===== src/shared/bitc_params.svh =====
// Offsets, field positions and line timing of the banked window
// and transmit controller.
// Assumes inclusion by bare name, from the package only.
`ifndef BITC_PARAMS_SVH
`define BITC_PARAMS_SVH
// ----------------------------------------
// Window layout
// ----------------------------------------
`define BITC_BASE_W     9
`define BITC_OFF_TXC    4'h0
`define BITC_OFF_STAT   4'h2
`define BITC_OFF_BANK   4'hE
`define BITC_BANK_TX    3'h0
`define BITC_BANK_EXT   3'h7
`define BITC_TXC_WMASK  16'hBD87
`define BITC_BANK_WMASK 8'h07
// ----------------------------------------
// Status bit positions
// ----------------------------------------
`define BITC_ST_OK      0
`define BITC_ST_16COL   4
`define BITC_ST_SQE     5
`define BITC_ST_LATE    9
`define BITC_ST_LOST    10
// ----------------------------------------
// Line timing in bit times and bytes, retry limits, nibble codes and FCS constants
// ----------------------------------------
`define BITC_NIB_BITS   4
`define BITC_PRE_BITS   56
`define BITC_SFD_BITS   8
`define BITC_IFG_BITS   96
`define BITC_JAM_BITS   32
`define BITC_SLOT_BITS  512
`define BITC_LATE_BITS  512
`define BITC_FCS_BITS   32
`define BITC_MIN_FRAME  64
`define BITC_FCS_BYTES  4
`define BITC_MAX_TRIES  16
`define BITC_BO_CAP     10
`define BITC_PRE_NIB    4'h5
`define BITC_SFD_NIB    4'hD
`define BITC_JAM_NIB    4'h5
`define BITC_FCS_POLY   32'hEDB88320
`define BITC_FCS_INIT   32'hFFFFFFFF
`endif


===== src/shared/bitc_pkg.sv =====
// Types of the banked window and transmit controller.
// Assumes bitc_params.svh is on the include path.
`include "bitc_params.svh"
package bitc_pkg;
  // ----------------------------------------
  // Byte lane selection
  // ----------------------------------------
  typedef enum logic [2:0] {
    BITC_SEL_NONE    = 3'h0,
    BITC_SEL_TXC_LO  = 3'h1,
    BITC_SEL_TXC_HI  = 3'h2,
    BITC_SEL_STAT_LO = 3'h3,
    BITC_SEL_STAT_HI = 3'h4,
    BITC_SEL_BANK_LO = 3'h5,
    BITC_SEL_BANK_HI = 3'h6
  } bitc_sel_e;

  typedef enum logic [2:0] {
    BITC_IDLE    = 3'h0,
    BITC_PRE     = 3'h1,
    BITC_DATA    = 3'h3,
    BITC_FCS     = 3'h2,
    BITC_IFG     = 3'h6,
    BITC_JAM     = 3'h7,
    BITC_BACKOFF = 3'h5
  } bitc_tx_e;

  typedef struct packed {
    logic       switched_full_duplex;
    logic       rsv14;
    logic       internal_loopback;
    logic       stop_on_sqe_error;
    logic       receive_own_frames;
    logic       carrier_monitor;
    logic       rsv9;
    logic       omit_fcs;
    logic       pad_enable;
    logic [3:0] rsv6_3;
    logic       force_collision;
    logic       phy_loop;
    logic       transmitter_on;
  } bitc_txc_s;

  typedef struct packed {
    logic        cs;
    logic        wr;
    logic [15:2] addr;
    logic [3:0]  be;
    logic [31:0] wdata;
  } bitc_host_s;

  typedef struct packed {
    bitc_txc_s   transmit_control;
    logic [2:0]  bank;
    logic [31:0] rdata;
    logic        ack;
    bitc_tx_e    st;
    logic [16:0] cnt;
    logic [11:0] nidx;
    logic [4:0]  tries;
    logic [31:0] crc;
    logic [9:0]  lfsr;
    logic        pkt;
    logic        fcs_on;
    logic        col_pend;
    logic        retry;
    logic        chk_sqe;
    logic        sqe_seen;
    logic        crs_prev;
    logic        carrier_lost_flag;
    logic        late_collision_flag;
    logic        sqe_test_flag;
    logic        excess_col_flag;
    logic        tx_ok_flag;
    logic [3:0]  txd;
    logic        txv;
    logic [3:0]  lpd;
    logic        lpv;
    logic        rxdv;
    logic        rxer;
    logic        rxacc;
    logic        take;
    logic        done;
    logic        fail;
    logic        rewind;
  } bitc_top_s;

  // Byte offset within the window to register lane
  function automatic bitc_sel_e bitc_decode(logic [2:0] bank, logic [3:0] off);
    bitc_sel_e s;
    s = BITC_SEL_NONE;
    if ({off[3:1], 1'b0} == `BITC_OFF_BANK) begin
      s = off[0] ? BITC_SEL_BANK_HI : BITC_SEL_BANK_LO;
    end else if (bank == `BITC_BANK_TX) begin
      if ({off[3:1], 1'b0} == `BITC_OFF_TXC) begin
        s = off[0] ? BITC_SEL_TXC_HI : BITC_SEL_TXC_LO;
      end else if ({off[3:1], 1'b0} == `BITC_OFF_STAT) begin
        s = off[0] ? BITC_SEL_STAT_HI : BITC_SEL_STAT_LO;
      end
    end
    return s;
  endfunction : bitc_decode
endpackage : bitc_pkg


===== src/hw/bitc_fcs.sv =====
// Frame check sequence update over one nibble, low bit first.
// Assumes a reflected register preset by the caller.
`timescale 1ns/1ps
`default_nettype none
module bitc_fcs
  import bitc_pkg::*;
(
  // Running value
  input  wire logic [31:0] crc_in,
  input  wire logic [3:0]  nib,
  // Updated value
  output logic      [31:0] crc_out
);
  always_comb begin
    crc_out = crc_in;
    for (int k = 0; k < 4; k++) begin
      if (crc_out[0] ^ nib[k]) begin
        crc_out = (crc_out >> 1) ^ `BITC_FCS_POLY;
      end else begin
        crc_out = crc_out >> 1;
      end
    end
  end
endmodule : bitc_fcs
`default_nettype wire


===== src/hw/bitc_host_lanes.sv =====
// Window hit, per-lane register decode and external chip select.
// Assumes host requests are synchronous to the controller clock.
`timescale 1ns/1ps
`default_nettype none
module bitc_host_lanes
  import bitc_pkg::*;
(
  // Request and placement
  input  wire bitc_host_s             host_req,
  input  wire logic [2:0]             bank,
  input  wire logic [2:0]             base_select_pins,
  input  wire logic [`BITC_BASE_W-1:0] cfg_base,
  // Decode
  output var  bitc_sel_e [3:0]        lane_sel,
  output logic                        hit,
  output logic                        ext_reg_chip_select_n
);
  assign hit = host_req.cs
             & (host_req.addr[15:4] == {cfg_base, base_select_pins});

  for (genvar i = 0; i < 4; i++) begin : g_lane
    assign lane_sel[i] = hit ? bitc_decode(bank, {host_req.addr[3:2], 2'(i)})
                             : BITC_SEL_NONE;
  end

  assign ext_reg_chip_select_n = ~(hit & (bank == `BITC_BANK_EXT)
                                   & ~host_req.addr[3]);
endmodule : bitc_host_lanes
`default_nettype wire


===== src/hw/bitc_top.sv =====
// Banked host register window with the transmit control register
// and the nibble transmitter it steers.
// Assumes one nibble time per clock and a packet buffer that holds
// the current byte on pkt_byte until pkt_take.
`timescale 1ns/1ps
`default_nettype none
module bitc_top
  import bitc_pkg::*;
#(
  parameter int         LEN_W   = 11,
  parameter logic [7:0] BANK_ID = 8'h5A  // Arbitrary identity value
) (
  // Clock and reset
  input  wire logic                    clk,
  input  wire logic                    nrst,
  // Host bus
  input  wire bitc_host_s              host_req,
  output logic      [31:0]             host_rdata,
  output logic                         host_ack,
  // Window placement
  input  wire logic [2:0]              base_select_pins,
  input  wire logic [`BITC_BASE_W-1:0] cfg_base,
  output logic                         ext_reg_chip_select_n,
  // Packet buffer
  input  wire logic                    pkt_valid,
  input  wire logic [LEN_W-1:0]        pkt_len,
  input  wire logic                    pkt_fcs,
  input  wire logic [7:0]              pkt_byte,
  output logic                         pkt_take,
  output logic                         pkt_rewind,
  output logic                         pkt_done,
  output logic                         pkt_fail,
  // Media interface
  input  wire logic                    carrier_sense_input,
  input  wire logic                    collision_input,
  input  wire logic                    sqe_heartbeat,
  output logic      [3:0]              transmit_nibble_output,
  output logic                         transmit_valid_output,
  output logic                         phy_loopback_pin,
  // Receive side gating
  input  wire logic                    rx_dv_in,
  input  wire logic                    rx_er_in,
  input  wire logic                    rx_addr_pass,
  input  wire logic                    rx_self_src,
  output logic                         rx_dv_gated,
  output logic                         rx_er_gated,
  output logic                         rx_accept,
  output logic      [3:0]              loop_nibble,
  output logic                         loop_valid
);
  // ----------------------------------------
  // Counts in nibble clocks and bytes, retry limits and write masks
  // ----------------------------------------
  localparam logic [16:0] PRE_N  = 17'(`BITC_PRE_BITS / `BITC_NIB_BITS);
  localparam logic [16:0] SFD_N  = 17'(`BITC_SFD_BITS / `BITC_NIB_BITS);
  localparam logic [16:0] IFG_N  = 17'(`BITC_IFG_BITS / `BITC_NIB_BITS);
  localparam logic [16:0] JAM_N  = 17'(`BITC_JAM_BITS / `BITC_NIB_BITS);
  localparam logic [16:0] FCS_N  = 17'(`BITC_FCS_BITS / `BITC_NIB_BITS);
  localparam logic [16:0] SLOT_N = 17'(`BITC_SLOT_BITS / `BITC_NIB_BITS);
  localparam logic [11:0] LATE_N = 12'(`BITC_LATE_BITS / `BITC_NIB_BITS);
  localparam logic [LEN_W-1:0] PAD_B =
    LEN_W'(`BITC_MIN_FRAME - `BITC_FCS_BYTES);
  localparam logic [4:0]  MAXT   = 5'(`BITC_MAX_TRIES - 1);
  localparam logic [4:0]  BOCAP  = 5'(`BITC_BO_CAP);
  localparam logic [15:0] WMASK  = `BITC_TXC_WMASK;
  localparam logic [7:0]  BMASK  = `BITC_BANK_WMASK;

  bitc_top_s        s_r;
  bitc_top_s        s_nxt;
  bitc_sel_e [3:0]  lane_sel;
  logic             hit;
  logic      [31:0] fcs_nxt;
  logic      [15:0] stat;
  logic      [7:0]  wb;
  logic      [7:0]  cur_byte;
  logic      [3:0]  nib;
  logic      [LEN_W-1:0] bidx;
  logic      [LEN_W-1:0] nb;
  logic      [4:0]  bo_exp;
  logic      [9:0]  bo_r;
  logic             drive;
  logic             crs;
  logic             col;
  logic             half;
  logic             mon;
  logic             last;
  logic             kill;
  logic             clr;
  logic             fin;
  logic             lost;
  logic             in_frame;

  bitc_host_lanes u_lanes (
    .host_req              (host_req),
    .bank                  (s_r.bank),
    .base_select_pins      (base_select_pins),
    .cfg_base              (cfg_base),
    .lane_sel              (lane_sel),
    .hit                   (hit),
    .ext_reg_chip_select_n (ext_reg_chip_select_n)
  );

  bitc_fcs u_fcs (
    .crc_in  (s_r.crc),
    .nib     (nib),
    .crc_out (fcs_nxt)
  );

  // ----------------------------------------
  // Read lane mux
  // ----------------------------------------
  function automatic logic [7:0] rd_byte(bitc_sel_e sl, logic [15:0] txc,
                                         logic [15:0] st, logic [2:0] bk);
    case (sl)
      BITC_SEL_TXC_LO:  rd_byte = txc[7:0];
      BITC_SEL_TXC_HI:  rd_byte = txc[15:8];
      BITC_SEL_STAT_LO: rd_byte = st[7:0];
      BITC_SEL_STAT_HI: rd_byte = st[15:8];
      BITC_SEL_BANK_LO: rd_byte = {5'h00, bk};
      BITC_SEL_BANK_HI: rd_byte = BANK_ID;
      default:          rd_byte = 8'h00;
    endcase
  endfunction : rd_byte

  always_comb begin
    s_nxt    = s_r;
    stat     = 16'h0000;
    wb       = 8'h00;
    nib      = 4'h0;
    drive    = 1'b0;
    last     = 1'b0;
    kill     = 1'b0;
    clr      = 1'b0;
    fin      = 1'b0;
    lost     = 1'b0;
    bo_exp   = 5'h00;
    bo_r     = 10'h000;
    bidx     = s_r.cnt[LEN_W:1];
    nb       = bidx + 1'b1;
    cur_byte = (bidx < pkt_len) ? pkt_byte : 8'h00;
    in_frame = (s_r.st == BITC_PRE) | (s_r.st == BITC_DATA)
             | (s_r.st == BITC_FCS);
    crs  = carrier_sense_input & ~s_r.transmit_control.internal_loopback;
    col  = collision_input & ~s_r.transmit_control.internal_loopback;
    // Carrier monitor void in switched duplex
    half = ~s_r.transmit_control.switched_full_duplex;
    mon  = s_r.transmit_control.carrier_monitor & half;
    s_nxt.take     = 1'b0;
    s_nxt.done     = 1'b0;
    s_nxt.fail     = 1'b0;
    s_nxt.rewind   = 1'b0;
    s_nxt.ack      = 1'b0;
    s_nxt.crs_prev = crs;
    s_nxt.lfsr     = {s_r.lfsr[8:0], ~(s_r.lfsr[9] ^ s_r.lfsr[6])};

    stat[`BITC_ST_OK]    = s_r.tx_ok_flag;
    stat[`BITC_ST_16COL] = s_r.excess_col_flag;
    stat[`BITC_ST_SQE]   = s_r.sqe_test_flag;
    stat[`BITC_ST_LATE]  = s_r.late_collision_flag;
    stat[`BITC_ST_LOST]  = s_r.carrier_lost_flag;

    // ----------------------------------------
    // Host access
    // ----------------------------------------
    if (hit) begin
      s_nxt.ack = 1'b1;
      for (int i = 0; i < 4; i++) begin
        s_nxt.rdata[8*i +: 8] = host_req.be[i]
          ? rd_byte(lane_sel[i], s_r.transmit_control, stat, s_r.bank)
          : 8'h00;
      end
    end
    // Lanes outside a register are dropped
    for (int i = 0; i < 4; i++) begin
      if (hit & host_req.wr & host_req.be[i]) begin
        wb = host_req.wdata[8*i +: 8];
        case (lane_sel[i])
          BITC_SEL_TXC_LO: begin
            s_nxt.transmit_control[7:0] = wb & WMASK[7:0];
            clr = wb[0];
          end
          BITC_SEL_TXC_HI: s_nxt.transmit_control[15:8] = wb & WMASK[15:8];
          BITC_SEL_BANK_LO: s_nxt.bank = 3'(wb & BMASK);
          default: ;
        endcase
      end
    end
    // Enabling the transmitter clears the error history
    if (clr) begin
      s_nxt.carrier_lost_flag   = 1'b0;
      s_nxt.late_collision_flag = 1'b0;
      s_nxt.sqe_test_flag       = 1'b0;
      s_nxt.excess_col_flag     = 1'b0;
      s_nxt.tx_ok_flag          = 1'b0;
    end

    // ----------------------------------------
    // Transmitter
    // ----------------------------------------
    case (s_r.st)
      BITC_IDLE: begin
        if (s_r.transmit_control.transmitter_on
            & (s_r.transmit_control.force_collision ? (crs & ~s_r.crs_prev)
                                                    : pkt_valid & (~crs | ~half))) begin
          s_nxt.st       = BITC_PRE;
          s_nxt.cnt      = 17'h00000;
          s_nxt.nidx     = 12'h000;
          s_nxt.pkt      = pkt_valid;
          s_nxt.crc      = `BITC_FCS_INIT;
          s_nxt.col_pend = 1'b0;
          s_nxt.retry    = 1'b0;
          s_nxt.tx_ok_flag = 1'b0;
          s_nxt.fcs_on   = ~s_r.transmit_control.omit_fcs | pkt_fcs;
        end
      end
      BITC_PRE: begin
        drive = 1'b1;
        nib   = (s_r.cnt == PRE_N + SFD_N - 17'h1) ? `BITC_SFD_NIB : `BITC_PRE_NIB;
        last  = s_r.pkt ? (s_r.cnt == PRE_N + SFD_N - 17'h1)
                        : (s_r.cnt == PRE_N - 17'h1);
        s_nxt.cnt = s_r.cnt + 17'h1;
        if (col & ~half) s_nxt.col_pend = 1'b1;
        if (last) begin
          s_nxt.cnt = 17'h00000;
          if (s_r.col_pend | (col & ~half)) begin
            s_nxt.st    = BITC_JAM;
            s_nxt.retry = 1'b1;
          end else if (mon & ~crs) begin
            lost = 1'b1;
          end else begin
            s_nxt.st = s_r.pkt ? BITC_DATA : BITC_IFG;
          end
        end
      end
      BITC_DATA: begin
        drive      = 1'b1;
        nib        = s_r.cnt[0] ? cur_byte[7:4] : cur_byte[3:0];
        s_nxt.crc  = fcs_nxt;
        s_nxt.take = s_r.cnt[0] & (bidx < pkt_len);
        s_nxt.cnt  = s_r.cnt + 17'h1;
        s_nxt.nidx = s_r.nidx + 12'h1;
        lost       = mon & ~crs;
        // Zero bytes up to minimum length
        if (s_r.cnt[0] & (nb >= pkt_len)
            & ~(s_r.transmit_control.pad_enable & (nb < PAD_B))) begin
          s_nxt.cnt = 17'h00000;
          if (s_r.fcs_on) s_nxt.st = BITC_FCS;
          else fin = 1'b1;
        end
      end
      BITC_FCS: begin
        drive      = 1'b1;
        nib        = ~s_r.crc[3:0];
        s_nxt.crc  = s_r.crc >> 4;
        s_nxt.cnt  = s_r.cnt + 17'h1;
        s_nxt.nidx = s_r.nidx + 12'h1;
        lost       = mon & ~crs;
        fin        = (s_r.cnt == FCS_N - 17'h1);
      end
      BITC_JAM: begin
        drive     = 1'b1;
        nib       = `BITC_JAM_NIB;
        s_nxt.cnt = s_r.cnt + 17'h1;
        if (s_r.cnt == (half ? JAM_N - 17'h1 : 17'h00000)) begin
          bo_exp    = (s_r.tries > BOCAP) ? BOCAP : s_r.tries;
          bo_r      = s_r.lfsr & ~(10'h3FF << bo_exp);
          s_nxt.cnt = half ? 17'(17'(bo_r) * SLOT_N) : 17'h00000;
          s_nxt.st  = s_r.retry ? BITC_BACKOFF : BITC_IFG;
          if (!s_r.retry) s_nxt.cnt = 17'h00000;
        end
      end
      BITC_BACKOFF: begin
        s_nxt.cnt = s_r.cnt - 17'h1;
        if (s_r.cnt == 17'h00000) begin
          s_nxt.st     = BITC_IFG;
          s_nxt.rewind = 1'b1;
        end
      end
      BITC_IFG: begin
        s_nxt.cnt      = s_r.cnt + 17'h1;
        s_nxt.sqe_seen = s_r.sqe_seen | sqe_heartbeat;
        if (s_r.cnt == IFG_N - 17'h1) begin
          s_nxt.st = BITC_IDLE;
          if (s_r.chk_sqe & ~(s_r.sqe_seen | sqe_heartbeat)) begin
            s_nxt.sqe_test_flag = 1'b1;
            kill = s_r.transmit_control.stop_on_sqe_error;
          end
          s_nxt.chk_sqe = 1'b0;
        end
      end
      default: s_nxt.st = BITC_IDLE;
    endcase

    if (fin) begin
      s_nxt.st         = BITC_IFG;
      s_nxt.cnt        = 17'h00000;
      s_nxt.done       = 1'b1;
      s_nxt.tx_ok_flag = 1'b1;
      s_nxt.tries      = 5'h00;
      s_nxt.sqe_seen   = 1'b0;
      s_nxt.chk_sqe    = half;
    end
    if (lost) begin
      drive = 1'b0;
      kill  = 1'b1;
      s_nxt.st   = BITC_IFG;
      s_nxt.cnt  = 17'h00000;
      s_nxt.done = 1'b0;
      s_nxt.fail = 1'b1;
      s_nxt.tx_ok_flag        = 1'b0;
      s_nxt.chk_sqe           = 1'b0;
      s_nxt.tries             = 5'h00;
      s_nxt.carrier_lost_flag = 1'b1;
    end
    if (col & ~half & ((s_r.st == BITC_DATA) | (s_r.st == BITC_FCS))) begin
      s_nxt.st    = BITC_JAM;
      s_nxt.cnt   = 17'h00000;
      s_nxt.retry = 1'b1;
      s_nxt.done  = 1'b0;
      s_nxt.tx_ok_flag = 1'b0;
    end
    if (col & half & in_frame) begin
      s_nxt.st   = BITC_JAM;
      s_nxt.cnt  = 17'h00000;
      s_nxt.done = 1'b0;
      s_nxt.tx_ok_flag = 1'b0;
      if (s_r.transmit_control.force_collision | (s_r.nidx >= LATE_N)) begin
        kill = 1'b1;
        s_nxt.fail  = 1'b1;
        s_nxt.retry = 1'b0;
        s_nxt.tries = 5'h00;
        s_nxt.late_collision_flag = 1'b1;
      end else if (s_r.tries == MAXT) begin
        kill = 1'b1;
        s_nxt.fail  = 1'b1;
        s_nxt.retry = 1'b0;
        s_nxt.tries = 5'h00;
        s_nxt.excess_col_flag = 1'b1;
      end else begin
        s_nxt.tries = s_r.tries + 5'h01;
        s_nxt.retry = 1'b1;
      end
    end
    if (kill) s_nxt.transmit_control.transmitter_on = 1'b0;

    s_nxt.txd = s_r.transmit_control.internal_loopback ? 4'h0 : nib;
    s_nxt.txv = drive & ~s_r.transmit_control.internal_loopback;
    s_nxt.lpd = nib;
    s_nxt.lpv = drive & s_r.transmit_control.internal_loopback;
    s_nxt.rxdv = rx_dv_in & ~s_r.transmit_control.internal_loopback;
    s_nxt.rxer = rx_er_in & ~s_r.transmit_control.internal_loopback;
    s_nxt.rxacc = rx_addr_pass & (~rx_self_src
                  | (s_r.transmit_control.receive_own_frames & half));
  end

  // Bank and control reset to zero
  always_ff @(posedge clk or negedge nrst) begin
    if (!nrst) begin
      s_r <= '0;
    end else begin
      s_r <= s_nxt;
    end
  end

  // ----------------------------------------
  // Outputs
  // ----------------------------------------
  assign host_rdata             = s_r.rdata;
  assign host_ack               = s_r.ack;
  assign pkt_take               = s_r.take;
  assign pkt_rewind             = s_r.rewind;
  assign pkt_done               = s_r.done;
  assign pkt_fail               = s_r.fail;
  assign transmit_nibble_output = s_r.txd;
  assign transmit_valid_output  = s_r.txv;
  assign phy_loopback_pin       = s_r.transmit_control.phy_loop;
  assign rx_dv_gated            = s_r.rxdv;
  assign rx_er_gated            = s_r.rxer;
  assign rx_accept              = s_r.rxacc;
  assign loop_nibble            = s_r.lpd;
  assign loop_valid             = s_r.lpv;
endmodule : bitc_top
`default_nettype wire


===== config.mk =====
export PLATFORM = sky130hd
export DESIGN_NAME = bitc_top
export DESIGN_NICKNAME = d
export VERILOG_FILES = /design/src/shared/bitc_pkg.sv /design/src/hw/bitc_fcs.sv /design/src/hw/bitc_host_lanes.sv /design/src/hw/bitc_top.sv
export VERILOG_INCLUDE_DIRS = /design/src /design/src/shared
export SDC_FILE = /design/constraint.sdc
export NUM_CORES = 1
export LEC_CHECK = 0
export ABC_AREA = 1
export BUFFER_PORTS_ARGS = -buffer_cell sky130_fd_sc_hd__buf_2
export CAP_MARGIN = 5
export CORE_UTILIZATION = 23
export CTS_CLUSTER_SIZE = 14
export DETAILED_ROUTE_END_ITERATION = 6
export GPL_TIMING_DRIVEN = 0
export PLACE_DENSITY = 0.36
export SETUP_SLACK_MARGIN = 0.15
export SLEW_MARGIN = 20
export SYNTH_ARGS = -nofsm -noshare
export SYNTH_HDL_FRONTEND = slang
export SYNTH_HIERARCHICAL = 1
export SYNTH_SLANG_ARGS = --single-unit

===== constraint.sdc =====
create_clock -name clk -period 5.3 [get_ports clk]
set_input_delay 0.795 -clock clk [delete_from_list [all_inputs] [get_ports clk]]
set_output_delay 0.795 -clock clk [all_outputs]
set_load 0.02 [all_outputs]

### After elaboration in Yosys (flattened, before gate mapping)

Cells that the tools add are included.

| cells by class | value |
|---|---|
| add/subtract/negate cells | 5 |
| bitwise gates (word level) | 62 |
| multipliers | 0 |
| shift-type cells | 1 |
| reduce and logical (&&, ||, !) cells | 25 |
| div/mod/pow operators | 0 |
| equality and inequality tests | 53 |
| multiplexer cells | 141 |
| magnitude comparators | 5 |

Operator list:

| operator | count |
|---|---|
| two-way mux 32 bit | 6 |
| one-hot mux 8 bit (6 select lines) | 4 |
| two-way mux 20 bit | 7 |
| two-way mux 8 bit | 13 |
| one-hot mux 17 bit (6 select lines) | 1 |
| one-hot mux 32 bit (3 select lines) | 1 |
| two-way mux 19 bit | 4 |
| two-way mux 3 bit | 22 |
| two-way mux 1 bit | 56 |
| inverter 13 -> 14 bit | 4 |
| == test 3 bit, second input constant | 16 |
| two-way mux 5 bit | 7 |
| == test 17 x 4 -> 1 bit, second input constant | 2 |
| two-way mux 17 bit | 2 |
| bitwise AND 1 bit | 30 |
| == test 3 x 2 -> 1 bit, second input constant | 10 |
| != test 6 bit, second input constant | 4 |
| one-hot mux 12 bit (2 select lines) | 1 |
| one-hot mux 3 bit (7 select lines) | 1 |
| two-way mux 2 bit | 9 |
| adder 17 x 1 -> 17 bit, second input constant | 1 |
| == test 17 x 3 -> 1 bit | 1 |
| == test 17 x 3 -> 1 bit, second input constant | 1 |
| == test 17 x 5 -> 1 bit, second input constant | 1 |
| 45 further kinds | 88 |

| word-level totals | value |
|---|---|
| output and inout port bits | 52 |
| input bits | 94 |
| logic and storage cells | 337 |
| bits in latches | 0 |
| bits in read-only memories | 0 |
| memories kept | 0 |
| RAM bits | 0 |
| register bits after elaboration | 160 |

### Longest topological paths before layout

Gate-level depths: netlist (run 1).

| logic depth | value |
|---|---|
| depth in word-level cells | 20 |
| gate-level depth with buffers | 24 |
| gate-level depth less buffers | 24 |

### By module

The synthesis (run 1) kept the hierarchy.

By module, submodules not included:

| module | instances | cells each | sequential area each (µm²) | area each (µm²) |
|---|---|---|---|---|
| bitc_top | 1 | 1,471 | 4,003.8 | 10,636.5 |
| bitc_fcs | 1 | 176 | 0.0 | 823.3 |
| bitc_host_lanes | 1 | 85 | 0.0 | 387.9 |

### Worst setup path before layout (run 1)

Ideal clock, no wire load.

| timing | value |
|---|---|
| path kind | in2reg |
| start | input port host_req[41] (netlist name) |
| end | register s_r[157] (netlist name) |
| required time | 5,172 ps |
| setup slack | 2,444 ps |
| setup time | 128 ps |
| arrival time | 2,728 ps |
| stages on the path | 19 |
| cells stage by stage | inv_1 -> nand2_1 -> nand2_1 -> nor2_1 -> nand2_1 -> nor2_4 -> nand3_2 -> inv_1 -> buf_4 -> inv_1 -> nor2_1 -> inv_1 -> nor2_2 -> inv_1 -> nor2_2 -> inv_1 -> or2_0 -> a21oi_1 -> o21ai_0 |

RTL lines:

| item | RTL line | source |
|---|---|---|
| start, declared | bitc_top.sv:17 | `input wire bitc_host_s host_req,` |
| end signal, assigned | bitc_top.sv:361 | `s_r <= s_nxt;` |
| end, declared | bitc_top.sv:68 | `bitc_top_s s_r;` |

### Worst setup path in the final report (run 1)

| timing | value |
|---|---|
| start | register s_r[106] (netlist name) |
| end | register s_r[63] (netlist name) |

| between the ends | value |
|---|---|
| elaborated cells between the ends (all ways) | 19 |

RTL lines:

| item | RTL line | source |
|---|---|---|
| == test 3 bit (tied with other cells) | bitc_top.sv:200 | `case (s_r.st)` |
| one-hot mux 4 bit (4 select lines) * | bitc_top.sv:200 |  |
| named net nib[3] | bitc_top.sv:76 | `logic [3:0] nib;` |
| bitwise XOR 1 bit * | bitc_fcs.sv:17 | `if (crc_out[0] ^ nib[k]) begin` |
| two-way mux 32 bit * | bitc_fcs.sv:17 |  |
| named net fcs_nxt[24] | bitc_top.sv:72 | `logic [31:0] fcs_nxt;` |
| one-hot mux 32 bit (3 select lines) * | bitc_top.sv:200 |  |

The timed path passes the listed nets; every way through them passes the cells marked *.
A chain may end at the register's enable or synchronous reset.

==> out/metrics.csv, run 1 <==
stage,metric,value,unit
placement,Placement Cell Area,13400,um2
synthesis,synth top area cells,"dfrtp_1 (34%), nand2_1 (13%), inv_1 (9.3%), nand3_1 (5.6%), o21ai_0 (4.7%)",
clocking,clock buffer depth,2,
sta,Final Max Tran Viols,0,
sta,Max Fclk,267,MHz
clocking,Num CTS Buffers,17,
worst_setup_path,Setup CP Type,register to register,
worst_setup_path,Worst Setup Start Kind,register,
finish,area grow syn2layout,18.4,%
global_routing,gr usage total,17.2,%
sta,Worst Clk Skew,0.0100,ns
floorplanning,die area,52400,um2
synthesis,most common cell in the netlist,nand2_1,
status,outcome,"finished, final reports clean",
synthesis,"area leader, netlist",dfrtp_1,
placement,Post-DP HPWL,33700,um
floorplanning,Die Wd,229,um
clocking,Post-CTS Setup Repair Bufs,0,
synthesis,"Seq/Total Area, Yosys",33.8,%
drt,Routed WL per cell,17.1,um
pwr,Leak,7.15,nW
worst_setup_path,"Max FO, Critical Path",10,
drt,Routed Wire Length,44200,um
worst_setup_path,critical path required time,5.64,ns
drt,via count,11800,
clocking,Sink Count,160,
placement,I/O Buffers,141,
sta,final hold vios,0,
sta,minimum clock period,3.74,ns
clocking,clk_lat worst skew,0.49,ns
floorplanning,I/O pins,146,
floorplanning,core area,50500,um2
floorplanning,starting density of the core,23.5,%
synthesis,synthesized flop and latch total,160,
synthesis,Yosys warnings,6,
pwr,overall power,3.97,mW
global_routing,initial antenna violation count,2,
synthesis,Synth Instances,1732,
clocking,CTS Hold Bufs,0,
drt,initial DRC count,730,
worst_setup_path,crit path DAT,4.08,ns
drt,DRC Markers,0,
synthesis,top cell type's share of synthesized area,33.8,%
synthesis,count of different cell masters after synthesis,53,
synthesis,ys async rst share,100,%
sta,Rel. slew slack,36.1,%
clocking,CTS tree,built,
finish,share of cells above drive strength 1,15.9,%
run,max cap viols,0,
finish,fin area,14000,um2
global_routing,largest net degree at the start of global routing,85,
drt,Via density,4.58,
synthesis,most frequent cells after synthesis,"nand2_1 (395), inv_1 (292), dfrtp_1 (160)",
min_path,worst hold path type,input pin to async pin,
clocking,root buffer selected by CTS,clkbuf_16,
drt,Pre-Repair DR Iteration Count,6,
drt,post-route ant nets,0,
global_routing,first-pass GRT wire length,68900,um
clocking,Max H-tree Level,4,
synthesis,ys flop type,dfrtp_1,
sta,RSZ-0062 raised after global routing,false,
synthesis,Post-synth EDFFs,0,
synthesis,synthesized cell area,11800,um2
clocking,Worst-path clk slew,0.08,ns
global_routing,number of global-route vias before repair,11700,
pwr,Max VDD drop,0.000228,V
floorplanning,FP Rows,82,
finish,fin nets,2024,
sta,setup TNS,0,ns
worst_setup_path,CP Capture Type,register,
sta,measured slew at the worst slew-check pin,0.935,ns
placement,Placer Congestion,0.887,
clocking,post-cts sizing count,0,
global_routing,remaining global-route overflow,0,
synthesis,syn_area_per_cell,6.84,um2
sta,final setup vio count,0,
worst_setup_path,R2R setup slack,1.56,ns
floorplanning,Die Ht,229,um
sta,final cycle utilization of the critical path,70.5,%
pwr,PD cells,283,nW/um2
[stage by stage]
step,hold slack (ns),worst slack [ns],utilization (%),cells
after floorplan,0.348,2.44,-,1736
after global placement,0.355,0.296,26.6,2549
after detailed placement,0.361,1.46,26.6,2550
after CTS,0.310,1.51,27.8,2581
after global routing,0.332,1.17,27.8,2581
final,0.301,1.56,27.8,2583
[power by group]
part | internal [mW] | switching, mW | leakage (nW)
Clock | 0.680 | 0.615 | 0.288
Combinational | 0.416 | 0.956 | 5.01
Sequential | 1.26 | 0.0424 | 1.85
[area by class of cell]
type,instances,area [um2]
Sequential cell,160,4000
Multi-Input combinational cell,1176,6110
Clock inverter,12,124
Timing Repair Buffer,142,743
Buffer,98,619
Inverter,302,1130
Antenna cell,2,5.00
Tap cell,672,841
Fill cell,5734,36500
Clock buffer,19,453
[worst paths after layout]
| check | startpoint | to | depth (start not counted) |
|---|---|---|---|
| max | s_r[106] | s_r[63] | 17 |
| min | nrst | rx_accept | 1 |
| max reg2reg | s_r[106] | s_r[63] | 17 |
| min reg2reg | s_nxt[37] | s_nxt[38] | 0 |
| max in group asynchronous | nrst | bidx[2] | 2 |
| min in group clk | s_nxt[37] | s_nxt[38] | 0 |
[cells in the final DEF, fill, tap and decap left out, types with 14 or more instances in the layout]
cell type | Yosys | final
nand2_1 | 395 | 395
nand4_1 | 36 | 36
dfrtp_1 | 160 | 160
a221oi_1 | 21 | 21
o211ai_1 | 14 | 14
a21oi_1 | 105 | 105
o21ai_0 | 111 | 111
buf_4 | 59 | 59
buf_2 | 10 | 150
inv_1 | 292 | 292
xor2_1 | 23 | 23
ha_1 | 33 | 33
nor3_1 | 24 | 24
o22ai_1 | 59 | 59
nand3_1 | 132 | 132
clkbuf_1 | 21 | 21
clkbuf_16 | 0 | 17
nor2_1 | 117 | 117
[cell families after synthesis]
logic type / after synthesis / synth area share (%)
and+or+nand+nor: 762 / 28.7
muxes: 2 / 0.180
other: 1 / 0.0317
DFF: 160 / 33.8
buffers and inverters: 400 / 14.8
AOI/OAI and AO/OA: 347 / 17.1
adders and majority gates: 33 / 3.49
xor gates and xnor gates: 27 / 2.00
[registers in the layout, summed over array words and instances (netlist names), 4 cells and up]
name and count:
s_nxt 9, s_r 89, bidx 11, transmit_nibble_output 4
loop_nibble 4, host_rdata 32
[routing by layer]
metal / global-route usage (%) / wire (um) / vias to the layer above
met5: 0 / 13 / -
met4: 5.77 / 927 / 2
met3: 3.46 / 2110 / 47
met2: 27.8 / 20400 / 291
met1: 22.7 / 20700 / 5523
li1: - / - / 5965
[worst max-delay path, cell delays in order, from the launching register on]
cell,delay [ns]
dfrtp_1,0.45
inv_1,0.10
nand2_1,0.08
nor2_2,0.45
inv_1,0.17
clkbuf_1,0.36
nor4_1,0.69
nor2_1,0.14
nand2_1,0.16
inv_1,0.07
nand2_1,0.18
nand3_1,0.10
nand2_1,0.10
inv_1,0.05
nand2_1,0.05
nand2_1,0.05
a21oi_1,0.30
a21oi_1,0.09
No activity file was read; power rests on OpenSTA's default activity.
==> run 2: changes to the inputs <==
ABC_AREA = 0   (was 1)
clock period = 3.6 ns   (was 5.3 ns; I/O delays follow)
==> run 2 against run 1 <==
Net effect: the run now ends with slew limit left; die area decreased by 5.0%; routed wire length decreased by 5.1%; total power increased by 2.3%; final cell count decreased by 18%; clock skew increased by 0.0044 ns; register-to-register slack got worse by 1.4 ns; hold slack got worse by 0.047 ns; setup slack got worse by 1.4 ns; sequential power increased by 39%; critical path depth decreased by 2; design area increased by 4.3%.
==> out/metrics.csv, run 2 <==
stage,metric,value,unit,change
status,outcome,"finished, violations left",,
status,failing checks,slew limit,,
synthesis,most common cell in the netlist,dfrtp_1,,
clocking,CTS tree,built,,
drt,Via density,4.82,,+5.2%
sta,Final Max Tran Viols,11,,+11
global_routing,remaining global-route overflow,0,,unchanged
clocking,Max H-tree Level,4,,unchanged
floorplanning,starting density of the core,23.5,%,about the same
synthesis,top cell type's share of synthesized area,35.6,%,+1.8 points
synthesis,Post-synth EDFFs,0,,unchanged
finish,fin area,14600,um2,+4.3%
synthesis,ys flop type,dfrtp_1,,
worst_setup_path,R2R setup slack,0.16,ns,-1.40 ns
worst_setup_path,Setup CP Type,register to register,,
finish,share of cells above drive strength 1,26.5,%,+11 points
worst_setup_path,"Max FO, Critical Path",5,,-5
sta,Max Fclk,291,MHz,+8.7%
min_path,hold endpoint,rx_accept,,
finish,ANT cells,0,,-2
finish,"Most flops, register",s_r,,
sta,Rel. slew slack,-2.68,%,-39 points
drt,Routed Wire Length,41900,um,-5.1%
synthesis,synthesized flop and latch total,160,,unchanged
worst_setup_path,RR Endpoint,bidx[4],,
sta,measured slew at the worst slew-check pin,1.53,ns,+0.594 ns
floorplanning,I/O pins,146,,unchanged
floorplanning,FP Rows,80,,-2.4%
pwr,overall power,4.06,mW,+2.3%
placement,Placer Congestion,0.836,,-5.7%
placement,Placement Cell Area,12900,um2,-4.3%
pwr,part of the power in registers,44.5,%,+12 points
pwr,Max VDD drop,0.000348,V,+52%
worst_setup_path,crit path DAT,3.83,ns,-0.25 ns
finish,fin util,30.5,%,+2.7 points
clocking,Sink Count,160,,unchanged
finish,max reg flops,89,,unchanged
floorplanning,core area,47900,um2,-5.0%
floorplanning,die area,49800,um2,-5.0%
drt,initial DRC count,590,,-19%
synthesis,most frequent cells after synthesis,"dfrtp_1 (160), nor2_1 (137), a21oi_1 (90)",,
global_routing,number of global-route vias before repair,10200,,-13%
clocking,Num CTS Buffers,17,,unchanged
drt,Pre-Repair DR Iteration Count,5,,-1
synthesis,synth top area cells,"dfrtp_1 (36%), mux2i_1 (5.3%), xnor3_1 (5.0%), nor2_1 (4.6%), a21oi_1 (4.0%)",,
synthesis,synthesized cell area,11200,um2,-5.1%
finish,Non-Filler Instances,2125,,-18%
pwr,PD cells,278,nW/um2,-1.9%
pwr,Psw,0.996,mW,-38%
clocking,root buffer selected by CTS,clkbuf_16,,
finish,area grow syn2layout,30.1,%,
synthesis,syn_area_per_cell,8.90,um2,+30%
run,max cap viols,0,,unchanged
sta,setup TNS,0,ns,unchanged
drt,via count,10200,,-13%
drt,post-route ant nets,0,,unchanged
global_routing,gr usage total,17.1,%,-0.12 points
worst_setup_path,cell-by-cell trace of the critical path,ha_4 > nand3_4 > or3_4 > nand2_4 > ha_4 > a21o_1 > a221oi_2 > o21ai_2 > a221o_1 > o311ai_4 > buf_6 > a21oi_4 > buf_6 > or3_4 > a21oi_4,,
finish,"most common cell after layout, fill and taps aside",dfrtp_1,,
drt,DRC Markers,0,,unchanged
synthesis,"area leader, netlist",dfrtp_1,,
sta,final cycle utilization of the critical path,95.5,%,+25 points
global_routing,first-pass GRT wire length,63700,um,-7.6%
pwr,sw frac,24.5,%,-16 points
synthesis,Yosys warnings,6,,unchanged
worst_setup_path,Reg2Reg Launch Point,bidx[0],,
clocking,clock buffer depth,2,,unchanged
synthesis,Synth Instances,1264,,-27%
sta,minimum clock period,3.44,ns,-0.299 ns
placement,I/O Buffers,141,,unchanged
drt,Routed WL per cell,19.7,um,+15%
sta,setup ws final,0.161,ns,-1.40 ns
synthesis,count of different cell masters after synthesis,82,,+55%
worst_setup_path,worst r2r path cells,15,,-2
placement,placed cells,2027,,-21%
worst_setup_path,Critical Path Slowest Stage Cell,dfrtp_2,,
sta,RSZ-0062 raised after global routing,true,,
min_path,worst hold path type,input pin to register,,
sta,final setup vio count,0,,unchanged
pwr,clock share of power,49.6,%,+17 points
sta,final hold slack,0.253,ns,-0.0472 ns
global_routing,largest net degree at the start of global routing,71,,-16%
finish,fin nets,1624,,-20%
floorplanning,Die Ht,223,um,-2.6%
placement,dpl ws,-1.53,ns,-2.99 ns
clocking,Worst-path clk slew,0.07,ns,about the same
pwr,combinational share of power,5.9,%,-29 points
min_path,Hold Path Depth,2,,
worst_setup_path,largest stage delay on the critical path,0.44,ns,-0.25 ns
sta,final hold vios,0,,unchanged
min_path,hold_sp,rx_self_src,,
synthesis,ys async rst share,100,%,unchanged
pwr,Power Internal,3.07,mW,+30%
worst_setup_path,Worst Setup Start Kind,register,,
sta,Worst Clk Skew,0.0145,ns,+0.00442 ns
clocking,clk_lat worst skew,0.47,ns,-0.02 ns
finish,"commonest non-fill, non-tap cells in the layout","dfrtp_1 (156), buf_2 (144), nor2_1 (135), buf_4 (104), a21oi_1 (88)",,
floorplanning,Die Wd,223,um,-2.6%
worst_setup_path,CP Capture Type,register,,
worst_setup_path,critical path required time,3.99,ns,-1.65 ns
synthesis,"Seq/Total Area, Yosys",35.6,%,+1.8 points
placement,Post-DP HPWL,31000,um,-7.9%
pwr,Leak,6.47,nW,-9.5%
global_routing,initial antenna violation count,1,,-1
==> run 2: timing repair <==
action,CTS,global route
hold endpoints to repair,34,0
setup endpoints to repair,93,56
pin swaps,32,43
cloned,1,0
resized for setup,79,68
setup buffers,39,26
hold buffers,1,0
==> run 2: how the worst max path moves through the flow <==
| stage | startpoint | end | slack [ns] |
|---|---|---|---|
| floorplan | bidx[0] | s_r[100] | 0.17 |
| global placement | s_r[107] | s_r[63] | -2.01 |
| detailed placement | s_r[107] | s_r[66] | -1.53 |
| CTS | bidx[1] | bidx[4] | 0.09 |
| global route | bidx[0] | s_r[66] | 0.03 |
| finish | bidx[0] | bidx[4] | 0.16 |
==> run 2: area by class of cell <==
class | count | area, um2
Sequential cell | 160 | 4010
Clock inverter | 13 | 188
Clock buffer | 19 | 433
Buffer | 128 | 800
Timing Repair Buffer | 211 | 1390
Tap cell | 615 | 769
Multi-Input combinational cell | 904 | 6760
Fill cell | 5101 | 33300
Inverter | 75 | 285
==> run 2: worst max-delay path, delay by kind of cell (launching register included) <==
| family | cells | cell delay (ns) |
|---|---|---|
| adders and majority gates | 2 | 0.37 |
| AOI/OAI and AO/OA | 7 | 1.23 |
| and+or+nand+nor | 4 | 0.93 |
| buffers and inverters | 2 | 0.40 |
| DFF | 1 | 0.44 |
==> run 2: power groups by stage <==
stage	Sequential (mW)	Combinational, mW	Clock [mW]
after global placement	1.84	0.221	0
after detailed placement	1.84	0.230	0
after global routing	1.81	0.268	2.15
after floorplan	1.84	0.0931	0
final	1.81	0.239	2.01
after CTS	1.81	0.237	2.08
==> run 2: logic make-up (layout without fill, tap and decap cells) <==
kind of cell    Yosys count  count (layout)  share of synthesized area (%)
fa+ha+maj                33              33                           3.67
flops                   160             160                           35.6
buf+inv                 204             446                           8.85
simple gates            397             397                           17.4
other cells               1               5                         0.0333
xor+xnor                 78              78                           9.74
mux                      64              64                           5.74
compound gates          327             327                           19.0
==> run 2: metal layers <==
layer,up-vias,GRT usage (%),wire length [um]
li1,4935,-,-
met1,5030,21.2,18400
met2,224,29.9,21000
met3,51,2.38,1380
met4,0,6.30,1200
met5,-,0,0
==> run 3: changes to the inputs <==
CORE_UTILIZATION = 35   (was 23)
PLACE_DENSITY = 0.5   (was 0.36)
==> run 3 against run 2 <==
Net effect: the run now ends clean; global-route usage grew 5.4 points; critical path depth grew 1; clock power shrank 12%; largest cell class unchanged; largest power group is now sequential cells.
==> out/metrics.csv, run 3 (synthesis gave the netlist of run 2 again) <==
stage,metric,value,unit,change
sta,setup ws final,0.0606,ns,-0.100 ns
worst_setup_path,cell-by-cell trace of the critical path,ha_4 > nand3_4 > or3_4 > nand2_4 > ha_4 > a21o_1 > a221oi_2 > o21ai_2 > a221o_1 > o311ai_4 > buf_6 > buf_6 > o211ai_4 > buf_6 > o31ai_4 > o2bb2ai_2,,
finish,"most common cell after layout, fill and taps aside",dfrtp_1,,
global_routing,number of global-route vias before repair,10100,,-0.76%
floorplanning,Die Wd,181,um,-19%
sta,Rel. slew slack,14.3,%,+17 points
sta,measured slew at the worst slew-check pin,1.28,ns,-0.252 ns
pwr,Leak,6.43,nW,-0.70%
global_routing,largest net degree at the start of global routing,89,,+25%
finish,fin util,45.3,%,+15 points
pwr,PD cells,266,nW/um2,-4.3%
floorplanning,I/O pins,146,,unchanged
sta,RSZ-0062 raised after global routing,true,,
clocking,CTS tree,built,,
finish,share of cells above drive strength 1,26.7,%,+0.22 points
sta,final cycle utilization of the critical path,98.3,%,+2.8 points
drt,initial DRC count,617,,+4.6%
worst_setup_path,most frequent cell on the critical path,buf_6,,
global_routing,initial antenna violation count,0,,-1
worst_setup_path,"Max FO, Critical Path",7,,+2
worst_setup_path,"delay-heaviest family, CP",compound AO/OA/AOI/OAI gates,,
pwr,overall power,3.80,mW,-6.5%
finish,area grow syn2layout,27.1,%,
worst_setup_path,Setup CP Type,register to register,,
floorplanning,Die Ht,181,um,-19%
floorplanning,die area,32900,um2,-34%
worst_setup_path,Critical Path Slowest Stage Cell,dfrtp_2,,
worst_setup_path,Worst Setup Start Kind,register,,
floorplanning,FP Rows,65,,-19%
drt,via count,10100,,-1.0%
finish,max reg flops,89,,unchanged
sta,Worst Clk Skew,0.0159,ns,+0.00149 ns
pwr,Max VDD drop,0.000322,V,-7.4%
drt,Pre-Repair DR Iteration Count,7,,+2
finish,"Most flops, register",s_r,,
clocking,Worst-path clk slew,0.07,ns,about the same
placement,Post-DP HPWL,26300,um,-15%
drt,DRC Markers,0,,unchanged
placement,placed cells,1812,,-11%
sta,final hold vios,0,,unchanged
sta,final setup vio count,0,,unchanged
status,outcome,"finished, final reports clean",,
global_routing,first-pass GRT wire length,57000,um,-10%
worst_setup_path,largest stage delay on the critical path,0.45,ns,about the same
sta,final hold slack,0.0589,ns,-0.195 ns
min_path,worst hold path type,input pin to async pin,,
placement,Placer Congestion,0.964,,+15%
worst_setup_path,CP Capture Type,register,,
sta,Max Fclk,283,MHz,-2.8%
sta,minimum clock period,3.54,ns,+0.100 ns
placement,dpl ws,-1.69,ns,-0.164 ns
sta,Final Max Tran Viols,0,,-11
run,max cap viols,0,,unchanged
floorplanning,starting density of the core,35.6,%,+12 points
clocking,Max H-tree Level,4,,unchanged
drt,Routed WL per cell,19.2,um,-2.9%
finish,fin nets,1619,,-0.31%
finish,"commonest non-fill, non-tap cells in the layout","dfrtp_1 (157), buf_2 (144), nor2_1 (135), buf_4 (93), a21oi_1 (88)",,
global_routing,gr usage total,22.5,%,+5.4 points
clocking,clock buffer depth,2,,unchanged
worst_setup_path,crit path DAT,3.91,ns,+0.08 ns
global_routing,remaining global-route overflow,0,,unchanged
worst_setup_path,critical path required time,3.97,ns,-0.02 ns
clocking,clk_lat worst skew,0.44,ns,-0.03 ns
clocking,Num CTS Buffers,17,,unchanged
worst_setup_path,crit path buf inv count,3,,+1
clocking,Sink Count,160,,unchanged
clocking,root buffer selected by CTS,clkbuf_16,,
drt,Via density,5.31,,+10%
floorplanning,core area,31600,um2,-34%
finish,ANT cells,0,,unchanged
drt,Routed Wire Length,36600,um,-13%
clocking,CTS Hold Bufs,0,,-1
placement,I/O Buffers,141,,unchanged
drt,post-route ant nets,0,,unchanged
finish,Non-Filler Instances,1907,,-10%
==> run 3: cell types whose count changed in the layout (fill, tap and decap cells not counted), moves of 2 or more <==
cell,delta
buf_4,-11
bufinv_16,-4
nand3_1,-2
clkinvlp_4,-4
clkbuf_8,+2
o21ai_1,-2
buf_6,+11
clkinv_4,+3
buf_12,-2
o21ai_4,+3
clkbuf_2,+2
nand3_2,+2
==> run 3: layout make-up <==
cell class              instances  area [um2]
clock buffers                  22         474
multi-input cells             904        6810
fillers                      3111       17300
well taps                     402         503
plain buffers                 128         800
clock inverters                10        77.6
flip-flops and latches        160        4010
inverters                      75         285
repair buffers                206        1340
==> run 3: what timing repair did <==
item / CTS / global route
setup buffers: 41 / 21
setup endpoints to repair: 96 / 52
gates cloned: 2 / 0
pin swaps: 34 / 59
gates resized for setup: 81 / 84
==> run 3: power breakdown <==
| part | leakage [nW] | internal (mW) | switching, mW | total [mW] |
|---|---|---|---|---|
| Combinational | 4.20 | 0.0987 | 0.134 | 0.233 |
| Clock | 0.267 | 0.944 | 0.814 | 1.76 |
| Sequential | 1.96 | 1.80 | 0.00379 | 1.81 |
==> run 3: worst paths after layout <==
path	cells after the start	slack, ns	end	startpoint
setup reg to reg	16	0.06	s_r[103]	bidx[0]
hold reg to reg	0	0.38	s_nxt[32]	s_nxt[31]
max in group asynchronous	2	2.65	bidx[4]	nrst
min in group clk	2	0.29	rx_accept	rx_self_src
hold / removal	1	0.06	host_rdata[5]	nrst
setup / recovery	16	0.06	s_r[103]	bidx[0]
==> run 3: worst reg2reg max path, stage by stage (launching register included) <==
cell       delay, ns
dfrtp_2         0.45
ha_4            0.18
nand3_4         0.10
or3_4           0.41
nand2_4         0.08
ha_4            0.20
a21o_1          0.18
a221oi_2        0.32
o21ai_2         0.11
a221o_1         0.35
o311ai_4        0.12
buf_6           0.18
buf_6           0.10
o211ai_4        0.14
buf_6           0.20
o31ai_4         0.25
o2bb2ai_2       0.12
==> run 3: through the flow <==
| step | cell area, um2 | TNS (ns) |
|---|---|---|
| finish | 14300 | 0 |
| global route | 14300 | -0.189 |
| CTS | 13800 | 0 |
| detailed placement | 12600 | -60.57 |
| global placement | 12500 | -179.97 |
| floorplan | 11300 | 0 |
==> run 3: layer usage <==
| layer | vias up | routed length [um] | GRT usage, % |
|---|---|---|---|
| li1 | 4938 | - | - |
| met1 | 4894 | 16100 | 28.2 |
| met2 | 239 | 17900 | 38.3 |
| met3 | 63 | 1080 | 2.82 |
| met4 | 0 | 1480 | 10.8 |
| met5 | - | 0 | 0 |
